**src/common/sac_pkg.sv**
```systemverilog
// package: register map, field layout and timing of the converter controller
package sac_pkg;

   // register byte addresses
   localparam logic [15:0] ADDR_MODE   = 16'hff80;
   localparam logic [15:0] ADDR_CHAN   = 16'hff81;
   localparam logic [15:0] ADDR_RESULT = 16'hff16;

   // reset values
   localparam logic [7:0]  MODE_RST   = 8'h00;
   localparam logic [2:0]  CHAN_RST   = 3'h0;
   localparam logic [15:0] RESULT_RST = 16'h0000;

   // converter_mode_control field positions
   localparam int RUN_BIT       = 7;
   localparam int START_SRC_BIT = 6;
   localparam int CONV_TIME_HI  = 5;
   localparam int CONV_TIME_LO  = 3;
   localparam int TRIG_EDGE_HI  = 2;
   localparam int TRIG_EDGE_LO  = 1;
   localparam int REF_GEN_BIT   = 0;

   // result layout: ten bits on top, six zero bits below
   localparam int SAR_WIDTH = 10;
   localparam int RES_PAD   = 6;

   // conversion time codes
   localparam logic [2:0] CT_144 = 3'h0;
   localparam logic [2:0] CT_120 = 3'h1;
   localparam logic [2:0] CT_96  = 3'h2;
   localparam logic [2:0] CT_72  = 3'h4;
   localparam logic [2:0] CT_60  = 3'h5;
   localparam logic [2:0] CT_48  = 3'h6;

   // trigger edge codes
   localparam logic [1:0] EDGE_NONE = 2'h0;
   localparam logic [1:0] EDGE_FALL = 2'h1;
   localparam logic [1:0] EDGE_RISE = 2'h2;
   localparam logic [1:0] EDGE_BOTH = 2'h3;

   // a conversion is two sample steps then one step per result bit
   localparam int SAMPLE_STEPS = 2;
   localparam int CONV_STEPS   = SAMPLE_STEPS + SAR_WIDTH;
   localparam logic [3:0] LAST_STEP = 4'(CONV_STEPS - 1);

   // conversion lengths in main clock cycles and the step length of each
   localparam int CYC_144 = 144;
   localparam int CYC_120 = 120;
   localparam int CYC_96  = 96;
   localparam int CYC_72  = 72;
   localparam int CYC_60  = 60;
   localparam int CYC_48  = 48;
   localparam logic [3:0] STEP_144 = 4'(CYC_144 / CONV_STEPS);
   localparam logic [3:0] STEP_120 = 4'(CYC_120 / CONV_STEPS);
   localparam logic [3:0] STEP_96  = 4'(CYC_96 / CONV_STEPS);
   localparam logic [3:0] STEP_72  = 4'(CYC_72 / CONV_STEPS);
   localparam logic [3:0] STEP_60  = 4'(CYC_60 / CONV_STEPS);
   localparam logic [3:0] STEP_48  = 4'(CYC_48 / CONV_STEPS);

   // sequencer states
   typedef enum logic [1:0] {ST_IDLE, ST_WAIT, ST_SAMPLE, ST_CONV} sac_state_type;

endpackage : sac_pkg

```
**src/rtl/sac_ctrl.sv**
```systemverilog
// converter controller top: registers, sequencer, result and request
`timescale 1ns/1ps
module sac_ctrl
   import sac_pkg::*;
(
   // clock and reset
   input  wire logic        mclk,
   input  wire logic        rst_n,
   // register port
   input  wire logic [15:0] bus_addr,
   input  wire logic [7:0]  bus_wdata,
   input  wire logic        bus_wr,
   input  wire logic        bus_bit_wr,
   input  wire logic [2:0]  bus_bit_pos,
   input  wire logic        bus_rd,
   output logic      [15:0] bus_rdata_q,
   // analog front end
   input  wire logic        comp_in,
   input  wire logic        hw_trigger_pin,
   output logic             sample_hold_q,
   output logic      [9:0]  dac_code_q,
   output logic      [2:0]  channel_sel_q,
   output logic      [7:0]  digital_in_en_q,
   output logic             ref_generator_enable_q,
   output logic             conv_active_q,
   // conversion end request
   output logic             conversion_done_irq_q
);

   sac_state_type state_q;
   sac_state_type state_d;
   logic [7:0]  mode_q;
   logic [7:0]  mode_d;
   logic [7:0]  mode_bit;
   logic [2:0]  chan_q;
   logic [2:0]  chan_d;
   logic [15:0] result_q;
   logic [15:0] result_d;
   logic [15:0] rdata_d;
   logic [3:0]  cyc_q;
   logic [3:0]  cyc_d;
   logic [3:0]  step_q;
   logic [3:0]  step_d;
   logic [3:0]  step_len;
   logic [3:0]  bit_idx;
   logic [9:0]  sar_q;
   logic        mode_wr;
   logic        chan_wr;
   logic        reg_wr;
   logic        run_d;
   logic        hw_d;
   logic        trig_hit;
   logic        step_end;
   logic        start_go;
   logic        trial;
   logic        decide;
   logic        last_decide;

   // register write decode
   assign mode_wr  = (bus_wr || bus_bit_wr) && bus_addr == ADDR_MODE;
   assign chan_wr  = bus_wr && bus_addr == ADDR_CHAN;
   assign reg_wr   = mode_wr || chan_wr;
   assign mode_bit = (mode_q & ~(8'h01 << bus_bit_pos)) | ({7'h00, bus_wdata[0]} << bus_bit_pos);
   assign mode_d   = !mode_wr ? mode_q : (bus_bit_wr ? mode_bit : bus_wdata);
   assign chan_d   = chan_wr ? bus_wdata[2:0] : chan_q;
   assign run_d    = mode_d[RUN_BIT];
   assign hw_d     = mode_d[START_SRC_BIT];

   // step length from the conversion time field; prohibited codes use the longest
   assign step_len = (mode_q[CONV_TIME_HI:CONV_TIME_LO] == CT_120) ? STEP_120 :
                     (mode_q[CONV_TIME_HI:CONV_TIME_LO] == CT_96)  ? STEP_96  :
                     (mode_q[CONV_TIME_HI:CONV_TIME_LO] == CT_72)  ? STEP_72  :
                     (mode_q[CONV_TIME_HI:CONV_TIME_LO] == CT_60)  ? STEP_60  :
                     (mode_q[CONV_TIME_HI:CONV_TIME_LO] == CT_48)  ? STEP_48  :
                     STEP_144;

   // step pacing and successive approximation strobes
   assign step_end    = cyc_q == step_len - 4'h1;
   assign bit_idx     = LAST_STEP - step_q;
   assign trial       = state_q == ST_CONV && cyc_q == 4'h0;
   assign decide      = state_q == ST_CONV && step_end;
   assign last_decide = decide && step_q == LAST_STEP;
   assign result_d    = {sar_q[9:1], comp_in, {RES_PAD{1'b0}}};

   // sequencer next state
   always_comb
   begin
      state_d = state_q;
      if (!run_d)
         state_d = ST_IDLE;
      else if (reg_wr)
         state_d = hw_d ? ST_WAIT : ST_SAMPLE;
      else
      begin
         unique case (state_q)
            ST_IDLE:   state_d = hw_d ? ST_WAIT : ST_SAMPLE;
            ST_WAIT:   state_d = trig_hit ? ST_SAMPLE : ST_WAIT;
            ST_SAMPLE: state_d = (step_end && step_q == 4'(SAMPLE_STEPS - 1)) ? ST_CONV : ST_SAMPLE;
            ST_CONV:
            begin
               if (last_decide)
                  state_d = hw_d ? ST_WAIT : ST_SAMPLE;
            end
         endcase
      end
   end

   // counters restart whenever a fresh sample phase begins
   assign start_go = state_d == ST_SAMPLE && (state_q != ST_SAMPLE || reg_wr);
   assign cyc_d    = (start_go || step_end) ? 4'h0 : cyc_q + 4'h1;
   assign step_d   = start_go ? 4'h0 : (step_end ? step_q + 4'h1 : step_q);

   // register read mux; unmapped addresses read zero
   assign rdata_d = !bus_rd                 ? 16'h0000 :
                    bus_addr == ADDR_MODE   ? {8'h00, mode_q} :
                    bus_addr == ADDR_CHAN   ? {13'h0000, chan_q} :
                    bus_addr == ADDR_RESULT ? result_q : 16'h0000;

   // trigger edge detection
   sac_trig_edge u_trig (
      .mclk     (mclk),
      .rst_n    (rst_n),
      .pin      (hw_trigger_pin),
      .edge_sel (mode_q[TRIG_EDGE_HI:TRIG_EDGE_LO]),
      .hit_q    (trig_hit)
   );

   // approximation register, cleared through the sample phase
   sac_sar u_sar (
      .mclk    (mclk),
      .rst_n   (rst_n),
      .clr     (state_q == ST_SAMPLE),
      .trial   (trial),
      .decide  (decide),
      .bit_idx (bit_idx),
      .comp_in (comp_in),
      .sar_q   (sar_q)
   );

   // software registers and sequencer state
   always_ff @(posedge mclk or negedge rst_n)
   begin
      if (!rst_n)
      begin
         mode_q  <= MODE_RST;
         chan_q  <= CHAN_RST;
         state_q <= ST_IDLE;
         cyc_q   <= 4'h0;
         step_q  <= 4'h0;
      end
      else
      begin
         mode_q  <= mode_d;
         chan_q  <= chan_d;
         state_q <= state_d;
         cyc_q   <= cyc_d;
         step_q  <= step_d;
      end
   end

   // result and request
   always_ff @(posedge mclk or negedge rst_n)
   begin
      if (!rst_n)
      begin
         result_q              <= RESULT_RST;
         conversion_done_irq_q <= 1'b0;
      end
      else
      begin
         if (last_decide && !reg_wr && run_d)
            result_q <= result_d;
         conversion_done_irq_q <= last_decide && !reg_wr && run_d;
      end
   end

   // pin side outputs
   always_ff @(posedge mclk or negedge rst_n)
   begin
      if (!rst_n)
      begin
         sample_hold_q          <= 1'b0;
         dac_code_q             <= 10'h000;
         channel_sel_q          <= 3'h0;
         digital_in_en_q        <= 8'hfe;
         ref_generator_enable_q <= 1'b0;
         conv_active_q          <= 1'b0;
         bus_rdata_q            <= 16'h0000;
      end
      else
      begin
         sample_hold_q          <= state_d == ST_SAMPLE;
         dac_code_q             <= sar_q;
         channel_sel_q          <= chan_d;
         digital_in_en_q        <= ~(8'h01 << chan_d);
         ref_generator_enable_q <= mode_d[REF_GEN_BIT];
         conv_active_q          <= state_d == ST_SAMPLE || state_d == ST_CONV;
         bus_rdata_q            <= rdata_d;
      end
   end

   // helper: cycles since the sample phase began, for checking length
   logic [7:0] len_q;
   logic [7:0] len_exp;
   assign len_exp = 8'(step_len) * 8'(CONV_STEPS);   // widen before the product, 12 x 12 fits
   always_ff @(posedge mclk or negedge rst_n)
   begin
      if (!rst_n)
         len_q <= 8'h00;
      else
         len_q <= start_go ? 8'h00 : len_q + 8'h01;
   end
endmodule : sac_ctrl

```
**src/rtl/sac_sar.sv**
```systemverilog
// successive approximation register, one flop per result bit
`timescale 1ns/1ps
module sac_sar
   import sac_pkg::*;
(
   // clock and reset
   input  wire logic                 mclk,
   input  wire logic                 rst_n,
   // sequencing strobes
   input  wire logic                 clr,
   input  wire logic                 trial,
   input  wire logic                 decide,
   input  wire logic [3:0]           bit_idx,
   // comparator: input at or above tap
   input  wire logic                 comp_in,
   // trial code to the resistor string tap
   output logic [SAR_WIDTH-1:0]      sar_q
);

   // each bit is set on trial and kept or dropped on decide
   for (genvar i = 0; i < SAR_WIDTH; i++)
   begin : g_bit
      always_ff @(posedge mclk or negedge rst_n)
      begin
         if (!rst_n)
            sar_q[i] <= 1'b0;
         else if (clr)
            sar_q[i] <= 1'b0;
         else if (trial && bit_idx == 4'(i))
            sar_q[i] <= 1'b1;
         else if (decide && bit_idx == 4'(i))
            sar_q[i] <= comp_in;
      end
   end

endmodule : sac_sar

```
**src/rtl/sac_trig_edge.sv**
```systemverilog
// trigger pin edge detector with selectable edge
`timescale 1ns/1ps
module sac_trig_edge
   import sac_pkg::*;
(
   // clock and reset
   input  wire logic       mclk,
   input  wire logic       rst_n,
   // trigger pin and edge selection
   input  wire logic       pin,
   input  wire logic [1:0] edge_sel,
   // one-cycle valid edge
   output logic            hit_q
);

   logic pin_q;
   logic rise;
   logic fall;
   logic hit_d;

   // edge qualification against the selected polarity
   assign rise  = pin & ~pin_q;
   assign fall  = ~pin & pin_q;
   assign hit_d = (edge_sel == EDGE_FALL) ? fall :
                  (edge_sel == EDGE_RISE) ? rise :
                  (edge_sel == EDGE_BOTH) ? (rise | fall) : 1'b0;

   // previous level and registered hit
   always_ff @(posedge mclk or negedge rst_n)
   begin
      if (!rst_n)
      begin
         pin_q <= 1'b0;
         hit_q <= 1'b0;
      end
      else
      begin
         pin_q <= pin;
         hit_q <= hit_d;
      end
   end

endmodule : sac_trig_edge
```
**config.mk**
```make
export PLATFORM = sky130hd
export DESIGN_NAME = sac_ctrl
export DESIGN_NICKNAME = d
export VERILOG_FILES = /design/src/common/sac_pkg.sv /design/src/rtl/sac_ctrl.sv /design/src/rtl/sac_sar.sv /design/src/rtl/sac_trig_edge.sv
export SDC_FILE = /design/constraint.sdc
export NUM_CORES = 1
export LEC_CHECK = 0
export BUFFER_PORTS_ARGS = -buffer_cell sky130_fd_sc_hd__buf_2
export CORE_MARGIN = 1
export CORE_UTILIZATION = 40
export DETAILED_ROUTE_END_ITERATION = 16
export SLEW_MARGIN = 20
export SYNTH_ARGS = -nofsm -noshare
export SYNTH_HDL_FRONTEND = slang
export SYNTH_SLANG_ARGS = --single-unit
export TNS_END_PERCENT = 10
```
**constraint.sdc**
```tcl
create_clock -name mclk -period 4.75 [get_ports mclk]
set_input_delay 1.425 -clock mclk [delete_from_list [all_inputs] [get_ports mclk]]
set_output_delay 1.425 -clock mclk [all_outputs]
set_load 0.05 [all_outputs]
```
Word-level counts from Yosys, hierarchy flattened
Index checks and enable logic that the tools add are counted.

operators by class
  $add $sub $neg = 4
  equality and inequality tests = 29
  shift-type cells = 3
  mux-type cells = 55
  bitwise operators = 9
  reductions and logical operators = 49

operators with widths
  kind                                              number
  2-to-1 mux 16 bit                                 4
  == test 16 bit (second input constant)            3
  2-to-1 mux 1 bit                                  34
  2-to-1 mux 4 bit                                  8
  nonzero test 3 bit                                10
  logical AND 1 bit                                 29
  == test 4 x 3 -> 1 bit (second input constant)    4
  2-to-1 mux 8 bit                                  2
  inverter 8 bit                                    2
  << shifter 1 x 3 -> 8 bit (first input constant)  2
  == test 2 bit (second input constant)             6
  == test 4 bit (second input constant)             3
  2-to-1 mux 2 bit                                  5
  == test 3 bit (second input constant)             3
  adder 4 x 1 -> 4 bit (second input constant)      2
  AND 8 bit                                         1
  == test 4 x 1 -> 1 bit (second input constant)    2
  == test 4 x 2 -> 1 bit (second input constant)    2
  zero test 4 bit                                   2
  OR 8 bit                                          1
  case mux 2 bit (4 select lines)                   1
  << shifter 1 x 3 -> 8 bit                         1
  logical OR 1 bit                                  5
  == test 2 x 1 -> 1 bit (second input constant)    2
  other kinds (13)                                  15

storage, ports and cells
  flip-flop bits (word level) = 81
  bits of input ports = 34
  output and inout bits = 41
  word-level logic and storage cells = 175

Logic depth before layout (Yosys ltp)
  depth in word-level cells = 18
  depth in mapped cells = 12
  gate-level depth less buffers = 10

Hierarchy
Synthesis repeated with hierarchy kept, for this count alone.

second synthesis, totals
  cells, all modules = 327
  area, all modules = 3,622.2 µm²

by module, submodules not included
  module         instances  cells an instance  area each (µm²)  seq. area each (µm²)
  sac_ctrl       1          268                3,015.4          1,710.4
  sac_sar        1          48                 498.0            250.2
  sac_trig_edge  1          11                 108.9            50.0

Worst setup path before layout
OpenSTA, ideal clock, no wires.

  path kind = input-to-reg
  start point = input bus_addr[6]
  end point = register cyc_q[0]
  setup time = 0.138 ns
  arrival time = 3.213 ns
  required time = 4.612 ns
  path slack = 1.400 ns
  stages = 7
  path buffers = 1
  cell sequence = or3_1 > buf_2 > or4_4 > o21ai_2 > a221oi_4 > a211oi_4 > a211oi_2

between the ends
  longest elaborated chain between the ends = 12
  elaborated cells on any way between the ends = 16
  classes of those cells = eq/ne: 3; mux: 7; reduce/logical: 6

ends and longest elaborated chain
  item                             line                                             text
  start: declaration               sac_ctrl.sv:10                                   input wire logic [15:0] bus_addr,
  == test 16 bit *                 sac_ctrl.sv:60                                   assign mode_wr = (bus_wr || bus_bit_wr) && bus_addr == ADDR_MODE;
  logical AND 1 bit *              sac_ctrl.sv:60
  2-to-1 mux 8 bit *               sac_ctrl.sv:64                                   assign mode_d = !mode_wr ? mode_q : (bus_bit_wr ? mode_bit : bus_wdata);
  named net mode_d[6]              sac_ctrl.sv:33                                   logic [7:0] mode_d;
  2-to-1 mux 2 bit *               sac_ctrl.sv:92, sac_ctrl.sv:96, sac_ctrl.sv:102
  2-to-1 mux 2 bit                 sac_ctrl.sv:101                                  if (last_decide)
  case mux 2 bit (4 select lines)  sac_ctrl.sv:95                                   unique case (state_q)
  2-to-1 mux 2 bit *               sac_ctrl.sv:91                                   else if (reg_wr)
  2-to-1 mux 2 bit *               sac_ctrl.sv:89                                   if (!run_d)
  == test 2 bit *                  sac_ctrl.sv:109                                  assign start_go = state_d == ST_SAMPLE && (state_q != ST_SAMPLE || reg_wr);
  logical AND 1 bit *              sac_ctrl.sv:109
  logical OR 1 bit *               sac_ctrl.sv:110                                  assign cyc_d = (start_go || step_end) ? 4'h0 : cyc_q + 4'h1;
  2-to-1 mux 4 bit *               sac_ctrl.sv:110
  named net cyc_d[0]               sac_ctrl.sv:41                                   logic [3:0] cyc_d;
  end signal: assignment           sac_ctrl.sv:156                                  cyc_q <= cyc_d;
  end: declaration                 sac_ctrl.sv:40                                   logic [3:0] cyc_q;

The timed path passes the listed nets; every way through them passes the cells marked *.
A chain may end at the register's enable or synchronous reset.

Worst setup path after layout
  start point = input bus_addr[1]
  end point = register step_q[3]

between the ends
  longest elaborated chain between the ends = 11
  elaborated cells on any way between the ends = 16
  classes of those cells = eq/ne: 3; mux: 7; reduce/logical: 6

ends and longest elaborated chain
  item                                                    line                                             text
  == test 16 bit                                          sac_ctrl.sv:60
  logical AND 1 bit                                       sac_ctrl.sv:60
  2-to-1 mux 8 bit                                        sac_ctrl.sv:64
  2-to-1 mux 2 bit                                        sac_ctrl.sv:92, sac_ctrl.sv:96, sac_ctrl.sv:102
  2-to-1 mux 2 bit                                        sac_ctrl.sv:101
  case mux 2 bit (4 select lines)                         sac_ctrl.sv:95
  2-to-1 mux 2 bit                                        sac_ctrl.sv:91
  2-to-1 mux 2 bit                                        sac_ctrl.sv:89
  == test 2 bit                                           sac_ctrl.sv:109
  logical AND 1 bit *                                     sac_ctrl.sv:109
  2-to-1 mux 4 bit or nonzero test 2 bit (tied branches)  --
  end signal: assignment                                  sac_ctrl.sv:157                                  step_q <= step_d;
  end: declaration                                        sac_ctrl.sv:42                                   logic [3:0] step_q;

Mark *: on every way between the ends. The rest lies on a longest branch, timed or not.

==> impl_metrics.yaml <==
yosys:
  postSynthAreaPerCell_um2: 11.6
  yosysWarningCount: 0
  synth_cells: 314
  synthesis.nets: 357
  yosysSeqAreaShare_pct: 55.3
  yosys_most_used_dff: "dfrtp_1"
  synth_area_mm2: 0.00364
  ys_ff_latch: 80
  synth_edf_count: 0
  synth-async-reset-ratio_pct: 100
  synth_cell_types: 59
min_path:
  hp-class: "reg -> reg"
  hold_depth: 0
  hold_end: "dac_code_q[0]"
  hp-start: "u_sar.sar_q[0]"
floorplanning:
  die_area_mm2: 0.00948
  die-height_um: 97.3
  start_util_pct: 41.5
  coreArea_mm2: 0.00876
  ioPinCount: 75
  fp.dieW_um: 97.3
  row_count: 34
global_routing:
  first_global_vias: 2582
  gr-usage-all-layers_pct: 17.1
  gr-total-overflow: 0
  antenna_found_initial: 0
  grt_pass1_wl_mm: 12.8
  grt_max_degree: 81
routing:
  wl_per_cell_um: 15.3
  via_count: 2692
  routed_wl_mm: 7.68
  drt_pass1_iterations: 4
  antenna_left: 0
  via_per_inst: 5.35
  drc_errors: 0
  drt_iter0_markers: 139
timing:
  setup_ws_ns: 1.19
  fmax_mhz: 281
  setup_tns_ns: 0
  worstMarginPinSlew_ns: 0.829
  hold_violations: 0
  rsz0062_at_grt: "false"
  setup_viol: 0
  whs_ns: 0.393
  slew_headroom_pct: 44.2
  clock_skew_ns: 0.0135
  post-route-period-util_pct: 74.9
  min_period_ns: 3.56
  maxSlewViolCount: 0
layout:
  final_util_pct: 49.7
  antenna_cells: 0
  final_cells: 503
  layout_common_cells: "73 x dfrtp_1, 73 x buf_2, 26 x nand2_1, 19 x a21oi_1, 16 x inv_1"
  drive_gt1_share_pct: 29.1
  finalInstanceArea_mm2: 0.00436
  areaGrowthSynthToFinish_pct: 19.8
  final_nets: 433
power_and_ir_drop:
  powerDensity_mw_per_mm2: 342
  total_power_mw: 1.49
  ir_drop_mv: 0.142
  p_leak_nw: 2.09
clock_network:
  clock_sinks: 80
  path_clk_slew_ns: 0.09
  cts_resized: 0
  worstSkewPairLatency_ns: 0.35
  cts_tree: "yes"
  htree_levels: 3
  cts_root_buffer: "clkbuf_8"
  clk_path_buf_depth: 2
  cts_post_setup_buffers_inserted: 0
  cts_made_buffers: 9
  holdBufCountCts: 0
worst_setup_path:
  end_kind: "flop"
  reg2reg_depth: 10
  startpoint_type: "primary input"
  reg2reg_setup_slack_ns: 1.29
  rr_endpoint: "result_q[13]"
  path_class: "in -> reg"
  cp.arrival_ns: 3.77
  required_ns: 4.96
  cp_max_fo: 8
  crit-reg2reg-launch: "mode_q[5]"
placed_design:
  dp_hpwl_mm: 5.49
  gp_congestion: 0.782
  pre_cts_slack_ns: 0.838
  portBuffers: 74
  dp.cells: 487
  place_area_mm2: 0.00410
run:
  cap_violations: 0
run_status:
  status: "finished clean"
Yosys cell counts, types with 2 or more instances:
master	number	area (µm²)
a211oi_1	2	15.0
a211oi_2	3	37.5
a21oi_1	19	95.1
a22oi_1	5	37.5
a32o_1	4	40.0
and3_1	11	68.8
and4_1	2	17.5
buf_2	3	15.0
clkbuf_1	3	11.3
dfrtp_1	73	1830
dfstp_2	7	184
ha_1	9	113
inv_1	16	60.1
mux2_1	10	113
mux2_2	2	22.5
mux2i_1	10	100
nand2_1	26	97.6
nand2b_1	3	18.8
nand3_1	4	20.0
nand3b_1	4	30.0
nand4_1	3	18.8
nand4b_1	3	26.3
nor2_1	13	48.8
nor2b_1	9	56.3
nor3_1	5	25.0
nor3_2	2	20.0
nor3b_1	7	52.6
nor4_1	4	25.0
o211ai_1	4	30.0
o21a_1	2	15.0
o21ai_0	5	25.0
o21ai_2	2	17.5
o22ai_1	5	31.3
or3_1	4	25.0
xnor2_1	4	35.0
xor2_1	3	26.3
routing by layer:
layer  wire length (µm)  GRT usage [%]  share of wire (%)  vias up
li1                   -              -                  -     1287
met1               3670           24.0                 48     1321
met2               3550           26.0                 46       72
met3                331           3.17                4.3       12
met4                123           7.13                1.6        0
met5                  0              0                  0        -
worst max path at each step:
stage	cells after the start	endpoint	slack, ns	start
after global placement	6	result_q[15]	0.96	bus_addr[1]
after CTS	6	result_q[13]	1.21	bus_addr[1]
after floorplan	7	cyc_q[0]	1.40	bus_addr[6]
final	7	step_q[3]	1.19	bus_addr[1]
after detailed placement	6	result_q[13]	0.84	bus_addr[1]
after global routing	7	cyc_q[1]	0.92	bus_addr[1]
state kept, by name (all words and copies together), names as in the netlist, 2 cells and up:
signal and cells:
bus_rdata_q 16, dac_code_q 10, channel_sel_q 3, cyc_q 4, state_q 2, digital_in_en_q 8
u_sar.sar_q 10, mode_q 8, step_q 4, result_q 10
critical path: stages:
cell and delay (ns):
buf_2 0.12, nor4b_4 0.31, nand4_2 0.26, nor4_1 0.75
o41ai_1 0.27, a211oi_4 0.50, a21oi_1 0.13
cells by family after synthesis:
kind of cell / after synthesis / synth area share [%]
AOI/OAI and AO/OA: 62 / 12.8
xor gates and xnor gates: 7 / 1.69
adders and majority gates: 9 / 3.10
buffers and inverters: 25 / 2.99
DFF: 80 / 55.3
muxes: 22 / 6.47
and+or+nand+nor: 109 / 17.6
final cells by class:
| class | count | area (µm²) |
|---|---|---|
| clock inverter | 7 | 133 |
| sequential | 80 | 2010 |
| timing repair buffer | 74 | 377 |
| multi-input combinational | 209 | 1520 |
| clock buffer | 9 | 124 |
| tap | 108 | 135 |
| inverter | 16 | 60.1 |
| fill | 807 | 4410 |
where the power goes:
group	switching, mW	total [mW]	leakage (nW)	internal, mW
clock network	0.269	0.631	0.130	0.362
logic	0.0883	0.142	0.944	0.0534
registers	0.0209	0.717	1.02	0.696
total	0.378	1.49	2.09	1.11
No activity file was read; power rests on OpenSTA's default activity.
